`config.mk`:
```
export PLATFORM = sky130hd
export DESIGN_NAME = tsl_trigger_leds
export DESIGN_NICKNAME = d
export VERILOG_FILES = /design/src/tsl_pkg.sv /design/src/tsl_sync2.sv /design/src/tsl_trigger_leds.sv
export SDC_FILE = /design/constraint.sdc
export NUM_CORES = 1
export LEC_CHECK = 0
export ABC_AREA = 1
export BUFFER_PORTS_ARGS = -buffer_cell sky130_fd_sc_hd__buf_2
export CAP_MARGIN = 25
export CELL_PAD_IN_SITES_DETAIL_PLACEMENT = 1
export CELL_PAD_IN_SITES_GLOBAL_PLACEMENT = 2
export CORE_MARGIN = 3
export CORE_UTILIZATION = 34
export CTS_CLUSTER_DIAMETER = 100
export CTS_CLUSTER_SIZE = 14
export DETAILED_ROUTE_END_ITERATION = 10
export GPL_ROUTABILITY_DRIVEN = 0
export PLACE_DENSITY_LB_ADDON = 0.25
export SLEW_MARGIN = 20
export SYNTH_ARGS = -nofsm -noshare
export SYNTH_HDL_FRONTEND = slang
export SYNTH_SLANG_ARGS = --single-unit
export TNS_END_PERCENT = 50
```
`constraint.sdc`:
```
create_clock -name clk -period 2.2 [get_ports clk]
set_input_delay 0.44 -clock clk [delete_from_list [all_inputs] [get_ports clk]]
set_output_delay 0.44 -clock clk [all_outputs]
set_load 0.03 [all_outputs]
```
`src/tsl_pkg.sv`:
```
package tsl_pkg;

	// Clock rate
	localparam int CLK_HZ = 100_000_000;

	// Flash half period in ms and cycles
	localparam int FLASH_HALF_MS = 250;
	localparam int FLASH_HALF_CYC = CLK_HZ / 1000 * FLASH_HALF_MS;

	// Encoder limit: 1 MHz maximum pulse frequency
	localparam int ENC_MAX_HZ = 1_000_000;
	localparam int ENC_MIN_PERIOD_CYC = CLK_HZ / ENC_MAX_HZ;

	// Trigger source select codes
	localparam logic [1:0] TRIG_NONE = 2'h0;
	localparam logic [1:0] TRIG_MFI = 2'h1;
	localparam logic [1:0] TRIG_SYNC = 2'h2;
	localparam logic [1:0] TRIG_ENC = 2'h3;

	// Colour codes on a two-bit {red, green} LED pair
	localparam logic [1:0] LED_OFF = 2'h0;
	localparam logic [1:0] LED_GREEN = 2'h1;
	localparam logic [1:0] LED_RED = 2'h2;
	localparam logic [1:0] LED_YELLOW = 2'h3;

	// Reset values
	localparam logic [31:0] ENC_COUNT_RST = 32'h0000_0000;

endpackage

```
`src/tsl_sync2.sv`:
```
`timescale 1ns/100ps
`default_nettype none

// Two-flop synchroniser for a bundle of pin levels
module tsl_sync2 #(
	parameter int W = 1
) (
	// Clock and reset
	input  wire logic         clk,
	input  wire logic         rst_n,
	// Levels
	input  wire logic [W-1:0] pinIn,
	output logic      [W-1:0] syncOut
);

	// First stage, read only by the second
	logic [W-1:0] meta_q;

	// Two stages in series
	always_ff @(posedge clk or negedge rst_n) begin
		if (!rst_n) begin
			meta_q <= '0;
			syncOut <= '0;
		end else begin
			meta_q <= pinIn;
			syncOut <= meta_q;
		end
	end

endmodule

`default_nettype wire

```
`src/tsl_trigger_leds.sv`:
```
`timescale 1ns/100ps
`default_nettype none

// Operation
// RL1 - Dark acquisition flashes intensity and range red
// RL2 - No target or outside: range red
// RL3 - Target near mid: range yellow
// RL4 - Target inside range: range green
// RL5 - Proper operation: module state steady green
// RL6 - Not configured: module state flashes green
// RL7 - Recoverable major fault: module state flashes red
// RL8 - Multifunction input selectable as trigger
// RL9 - Sync pair selectable; source symmetrical
// RL10 - Encoder 1 quadrature selectable as trigger
// RL11 - One encoder: tracks A, B, index
// RL12 - Encoder counted up to 1 MHz
// RL13 - Intensity red saturated, yellow low, green ok
// RL14 - Only selected input triggers recording
module tsl_trigger_leds
	import tsl_pkg::*;
(
	// Clock and reset
	input  wire logic        clk,
	input  wire logic        rst_n,
	// Measurement and device state
	input  wire logic        darkAcq,
	input  wire logic        sigSaturated,
	input  wire logic        sigLow,
	input  wire logic        targetValid,
	input  wire logic        targetMid,
	input  wire logic        devConfigured,
	input  wire logic        majorFault,
	// Trigger configuration
	input  wire logic [1:0]  trigSel,
	// Trigger pins
	input  wire logic        mfiPin,
	input  wire logic        syncPos,
	input  wire logic        syncNeg,
	// Encoder pins
	input  wire logic        enc_track_a_pos,
	input  wire logic        enc_track_a_neg,
	input  wire logic        enc_track_b_pos,
	input  wire logic        enc_track_b_neg,
	input  wire logic        enc_index_pos,
	input  wire logic        enc_index_neg,
	// LEDs as {red, green}
	output logic      [1:0]  intensityLed,
	output logic      [1:0]  rangeLed,
	output logic      [1:0]  module_state_led,
	// Trigger and encoder state
	output logic             trigPulse,
	output logic      [31:0] encCount,
	output logic             encIndexSeen
);

	// Differential receive: level is high when plus exceeds minus
	function automatic logic diffRx(input logic p, input logic n);
		return p & ~n;
	endfunction

	// Raw pin levels, one bit per wire
	logic [8:0] pinRaw;
	logic [8:0] pinRawSync;
	logic [4:0] pinSync;
	assign pinRaw = {enc_index_neg, enc_index_pos, enc_track_b_neg, enc_track_b_pos,
		enc_track_a_neg, enc_track_a_pos, syncNeg, syncPos, mfiPin};

	// Every wire passes two flops before any decoding
	tsl_sync2 #(.W(9)) uSync (
		.clk     (clk),
		.rst_n   (rst_n),
		.pinIn   (pinRaw),
		.syncOut (pinRawSync)
	);

	// Differential levels built from the synchronised wires
	assign pinSync = {diffRx(pinRawSync[7], pinRawSync[8]),
		diffRx(pinRawSync[5], pinRawSync[6]),
		diffRx(pinRawSync[3], pinRawSync[4]),
		diffRx(pinRawSync[1], pinRawSync[2]), pinRawSync[0]};

	// Edge detection held off until the previous-level register holds a real sample,
	// so a pin resting high at reset release gives no false edge or count
	logic [1:0] armCnt_q;
	logic       armed;
	always_ff @(posedge clk or negedge rst_n) begin
		if (!rst_n) begin
			armCnt_q <= 2'h0;
		end else if (!armed) begin
			armCnt_q <= armCnt_q + 2'h1;
		end
	end
	assign armed = &armCnt_q;

	// Previous synchronised levels for edge detection
	logic [4:0] pinPrev_q;
	always_ff @(posedge clk or negedge rst_n) begin
		if (!rst_n) begin
			pinPrev_q <= '0;
		end else begin
			pinPrev_q <= pinSync;
		end
	end

	// Edge terms
	logic mfiRise;
	logic syncRise;
	logic encStep;
	logic encUp;
	logic idxRise;
	assign mfiRise = armed & pinSync[0] & ~pinPrev_q[0];
	assign syncRise = armed & pinSync[1] & ~pinPrev_q[1];
	assign idxRise = armed & pinSync[4] & ~pinPrev_q[4];
	assign encStep = armed & ((pinSync[2] ^ pinPrev_q[2]) | (pinSync[3] ^ pinPrev_q[3]));
	// Direction: A leads B when new A differs from old B
	assign encUp = pinSync[2] ^ pinPrev_q[3];

	// Quadrature counter, one count per edge
	// RL11 encoder tracks decoded
	// RL12 every edge counted
	always_ff @(posedge clk or negedge rst_n) begin
		if (!rst_n) begin
			encCount <= ENC_COUNT_RST;
		end else if (encStep) begin
			encCount <= encUp ? encCount + 32'h1 : encCount - 32'h1;
		end
	end

	// Index pulse flag, sticky until reset
	// RL11 index input
	always_ff @(posedge clk or negedge rst_n) begin
		if (!rst_n) begin
			encIndexSeen <= 1'b0;
		end else if (idxRise) begin
			encIndexSeen <= 1'b1;
		end
	end

	// Trigger selection, one source only
	logic trigEvent;
	always_comb begin
		unique case (trigSel)
			// RL8 multifunction source
			TRIG_MFI: trigEvent = mfiRise;
			// RL9 sync pair source
			TRIG_SYNC: trigEvent = syncRise;
			// RL10 encoder motion source
			TRIG_ENC: trigEvent = encStep;
			TRIG_NONE: trigEvent = 1'b0;
		endcase
	end

	// Registered trigger pulse
	// RL14 unselected inputs ignored
	always_ff @(posedge clk or negedge rst_n) begin
		if (!rst_n) begin
			trigPulse <= 1'b0;
		end else begin
			trigPulse <= trigEvent;
		end
	end

	// Flash timebase
	logic [31:0] flashCnt_q;
	logic        flashOn_q;
	always_ff @(posedge clk or negedge rst_n) begin
		if (!rst_n) begin
			flashCnt_q <= '0;
			flashOn_q <= 1'b0;
		end else if (flashCnt_q == 32'(FLASH_HALF_CYC - 1)) begin
			flashCnt_q <= '0;
			flashOn_q <= ~flashOn_q;
		end else begin
			flashCnt_q <= flashCnt_q + 32'h1;
		end
	end

	// Flashing colour helper
	function automatic logic [1:0] flashCol(input logic on, input logic [1:0] col);
		return on ? col : LED_OFF;
	endfunction

	// Intensity LED
	always_ff @(posedge clk or negedge rst_n) begin
		if (!rst_n) begin
			intensityLed <= LED_OFF;
		end else if (darkAcq) begin
			// RL1 flash red
			intensityLed <= flashCol(flashOn_q, LED_RED);
		end else if (sigSaturated) begin
			// RL13 saturated red
			intensityLed <= LED_RED;
		end else if (sigLow) begin
			intensityLed <= LED_YELLOW;
		end else begin
			intensityLed <= LED_GREEN;
		end
	end

	// Range LED
	always_ff @(posedge clk or negedge rst_n) begin
		if (!rst_n) begin
			rangeLed <= LED_OFF;
		end else if (darkAcq) begin
			// RL1 flash red
			rangeLed <= flashCol(flashOn_q, LED_RED);
		end else if (!targetValid) begin
			// RL2 out of range
			rangeLed <= LED_RED;
		end else if (targetMid) begin
			// RL3 near mid
			rangeLed <= LED_YELLOW;
		end else begin
			// RL4 inside range
			rangeLed <= LED_GREEN;
		end
	end

	// Module state LED
	always_ff @(posedge clk or negedge rst_n) begin
		if (!rst_n) begin
			module_state_led <= LED_OFF;
		end else if (majorFault) begin
			// RL7 fault flash red
			module_state_led <= flashCol(flashOn_q, LED_RED);
		end else if (!devConfigured) begin
			// RL6 standby flash green
			module_state_led <= flashCol(flashOn_q, LED_GREEN);
		end else begin
			// RL5 steady green
			module_state_led <= LED_GREEN;
		end
	end

	// Assertions
	a_range_out_red: assert property (@(posedge clk) disable iff (!rst_n) // RL2
		(!darkAcq && !targetValid) |=> rangeLed == LED_RED)
		else $error("range LED not red out of range");
	a_range_mid_yel: assert property (@(posedge clk) disable iff (!rst_n) // RL3
		(!darkAcq && targetValid && targetMid) |=> rangeLed == LED_YELLOW)
		else $error("range LED not yellow at mid");
	a_range_in_green: assert property (@(posedge clk) disable iff (!rst_n) // RL4
		(!darkAcq && targetValid && !targetMid) |=> rangeLed == LED_GREEN)
		else $error("range LED not green in range");
	a_dark_no_green: assert property (@(posedge clk) disable iff (!rst_n) // RL1
		darkAcq |=> !intensityLed[0] && !rangeLed[0])
		else $error("green shown during dark acquisition");
	a_ms_ok_green: assert property (@(posedge clk) disable iff (!rst_n) // RL5
		(devConfigured && !majorFault) |=> module_state_led == LED_GREEN)
		else $error("module state not green");
	a_ms_standby: assert property (@(posedge clk) disable iff (!rst_n) // RL6
		(!devConfigured && !majorFault) |=> !module_state_led[1])
		else $error("standby shows red");
	a_ms_fault: assert property (@(posedge clk) disable iff (!rst_n) // RL7
		majorFault |=> !module_state_led[0])
		else $error("fault shows green");
	a_int_sat_red: assert property (@(posedge clk) disable iff (!rst_n) // RL13
		(!darkAcq && sigSaturated) |=> intensityLed == LED_RED)
		else $error("intensity not red when saturated");
	a_trig_mfi: assert property (@(posedge clk) disable iff (!rst_n) // RL8
		(trigSel == TRIG_MFI && mfiRise) |=> trigPulse)
		else $error("multifunction trigger lost");
	a_trig_sync: assert property (@(posedge clk) disable iff (!rst_n) // RL9
		(trigSel == TRIG_SYNC && syncRise) |=> trigPulse)
		else $error("sync trigger lost");
	a_trig_enc: assert property (@(posedge clk) disable iff (!rst_n) // RL10
		(trigSel == TRIG_ENC && encStep) |=> trigPulse)
		else $error("encoder trigger lost");
	a_trig_none: assert property (@(posedge clk) disable iff (!rst_n) // RL14
		(trigSel == TRIG_NONE) |=> !trigPulse)
		else $error("trigger with no source");
	a_enc_count: assert property (@(posedge clk) disable iff (!rst_n) // RL12
		!encStep |=> encCount == $past(encCount))
		else $error("encoder count moved without edge");
	a_enc_index: assert property (@(posedge clk) disable iff (!rst_n) // RL11
		idxRise |=> encIndexSeen)
		else $error("index not flagged");

	// Cover main scenarios
	c_trig_enc: cover property (@(posedge clk) disable iff (!rst_n) trigSel == TRIG_ENC ##1 trigPulse);
	c_dark: cover property (@(posedge clk) disable iff (!rst_n) darkAcq ##1 rangeLed == LED_RED);
	c_fault: cover property (@(posedge clk) disable iff (!rst_n) majorFault ##1 module_state_led == LED_RED);

endmodule

`default_nettype wire

```
==> run metrics <==
Die X 140 microns; Post-DP Area 7080 sq um; layout cell share with drive strength beyond 1 35.5%; Crit Path Class reg2reg; CTS tree built; post-layout util 49.1%; routed length on met3 583 microns; synthesized area per cell 6.97 sq um; power share of the combinational group 57.9%; fillers 2174; Hold WC Path Type in2async; internal power 4.92 mW; CTS clk-pin slew, worst paths 80 ps; synth cell count leaders nand2_1 (279), inv_1 (143), dfrtp_1 (98), nor2_1 (82), nand3_1 (58); Final WS setup -18.6 ps; Distinct cells, synth 38; RSZ-0062 raised after global routing yes; largest net degree at the start of global routing 38; Sequential Area 2460 sq um; GRT Overall Usage 20.2%; Critical Path AT 2460 ps; die height 140 microns; Remaining DRCs 0; CTS root buf clkbuf_16; fin. max-slew vios 0; power share of the sequential group 25.3%; Seq cells post-synth 98; Starting Density 35.2%; switching share of power 50.7%; initial antenna violation count 0; Mapped Cells 881; clock share of power 16.7%; fin nets 1038; Worst Setup Start Kind flip-flop; initial DRC count 250; sequential cell area fraction in the yosys report 39.9%; detailed placement HPWL 14500 microns; Max Used Layer met4; Synth area leaders dfrtp_1 (40%), nand2_1 (17%), inv_1 (8.7%); area of the mapped netlist 6140 sq um; via/cell ratio 5.00; Yosys warnings 0; EDFF count, synth 0; Antenna Diode Count 0; crit path max fanout 6; setup TNS -19.7 ps; die area 19700 sq um; Final period util 101%; Syn Nets 904; worst r2r dst encCount[14]; most frequent cell after synthesis nand2_1; top_reg_cell synth dfrtp_1; worst slew pin tran 466 ps; IO Port Bufs 59; reg2reg path depth 15; buffer depth of the longest clock path 2; violated checks negative setup slack; design area 8580 sq um; Layout area overhead 39.6%; Worst Setup End Kind flip-flop; Placed Instances 1200; WL met1 9520 microns; Final Setup Violations 2; PD cells 1160 nW/um^2; CTS Buf Count 9; R2R Path Start uSync.syncOut[4]; 1st-pass router iterations 4; status finished with violations; Hold Vio Cnt, Final 0; P_leak 4.30 nW; Fin Clk Skew 9.45 ps; Max Cap Violations 0; total power 9.97 mW; hold_buf cts 0; total gr overflow 0; post-route antenna net violation count 0; CTS sink count 98; # IOs 60; via count 6224; first-pass GRT wire length 32400 microns; share of the synthesized area in the top cell type 39.9%; Finished Layout Cells 1245; minimum clock period 2220 ps; footprint of the multi-input gates 3850 sq um; Cell Rows 48; slew margin rel. 68.6%; Async SR Flop Fraction 100%; final WL 21200 microns; Achievable Freq 451 MHz; H-tree depth 3; CP Data Required Time 2440 ps; Core ar. 17500 sq um; metal2 WL 10600 microns; Worst-Skew Late Latency 360 ps; vias in the first global route 6337; routed length per instance 17.0 microns; Yosys top cell by area dfrtp_1; VDD IR max 0.509 mV; flop2flop setup slack -20 ps; sw power 5.05 mW
metal layers:
metal  global-route usage (%)  vias to the layer above
li1                         -                     3047
met2                     34.1                       84
met4                     5.76                        0
met1                     27.4                     3066
met3                     2.19                       27
met5                        0                        -
layout make-up:
| cell class | count | area share, % |
|---|---|---|
| clock buffer | 9 | 2.63 |
| clock inverter | 7 | 0.948 |
| inverter | 153 | 6.84 |
| multi-input combinational | 612 | 45.0 |
| sequential | 98 | 28.6 |
| tap | 225 | 3.28 |
| timing repair buffer | 141 | 12.7 |
placed cells by master (no fill, tap or decap), drive strengths merged, types with 9 or more instances in the layout:
cell type  count
nand2        290
inv          154
buf          139
dfrtp         98
nor2          84
nand3         60
xor2          31
o21ai         27
a41oi         26
a21oi         22
nor3          21
nand4         14
clkbuf        11
nor4           9
worst max-delay path, cell delays in order, from the launching register on:
cell and delay, ps:
dfrtp_1 380, inv_2 140, buf_12 120, nand3_4 90
nand2_8 130, buf_12 140, nand2_2 60, nand2_4 100
inv_2 60, buf_4 130, nand2_2 70, nor2_4 50
a21oi_2 180, nand2_4 90, xnor2_1 260, o21ai_1 100
flip-flops by register name, indices dropped and copies added, names as in the netlist, 2 cells and up:
register	count
uSync.meta_q	9
rangeLed	2
uSync.syncOut	9
encCount	32
armCnt_q	2
intensityLed	2
flashCnt_q	32
pinPrev_q	5
module_state_led	2
metrics by stage:
stage / hold WS, ps / setup WS, ps
6_report: 11.0 / -18.6
5_1_grt: 31.3 / -177
4_1_cts: 18.1 / -15.1
3_5_place_dp: 336 / -90.0
3_3_place_gp: 331 / -40.5
2_1_floorplan: 144 / 226
cell families after synthesis:
logic type               after synthesis  synth area share, %
buffers and inverters                172                 11.1
AND/OR/NAND/NOR                      481                 33.2
adder cells (fa/ha/maj)                3                0.611
flip-flops                            98                 39.9
AO/OA/AOI/OAI                         88                 9.39
multiplexers                           1                0.183
XOR/XNOR                              38                 5.54
what timing repair did:
item | in CTS | in global routing
resized for setup | 28 | 233
buffers inserted | 2 | 23
setup endpoints to repair | 20 | 31
pin swaps | 3 | 80
gates cloned | 1 | 3
worst max path at each step:
| stage | from | endpoint |
|---|---|---|
| final | uSync.syncOut[4] | encCount[14] |
| after global routing | uSync.syncOut[4] | encCount[30] |
| after CTS | uSync.syncOut[4] | encCount[20] |
| after detailed placement | pinPrev_q[3] | encCount[26] |
| after global placement | uSync.syncOut[4] | encCount[26] |
| after floorplan | uSync.syncOut[4] | encCount[30] |
power groups by stage:
stage / Combinational, mW / Sequential (mW) / Clock (mW)
floorplan: 2.21 / 3.04 / 0
global placement: 4.27 / 2.53 / 0
detailed placement: 4.29 / 2.53 / 0
CTS: 4.46 / 2.50 / 1.72
global route: 6.29 / 2.59 / 1.79
finish: 5.78 / 2.53 / 1.67
No activity file was read; power rests on OpenSTA's default activity.
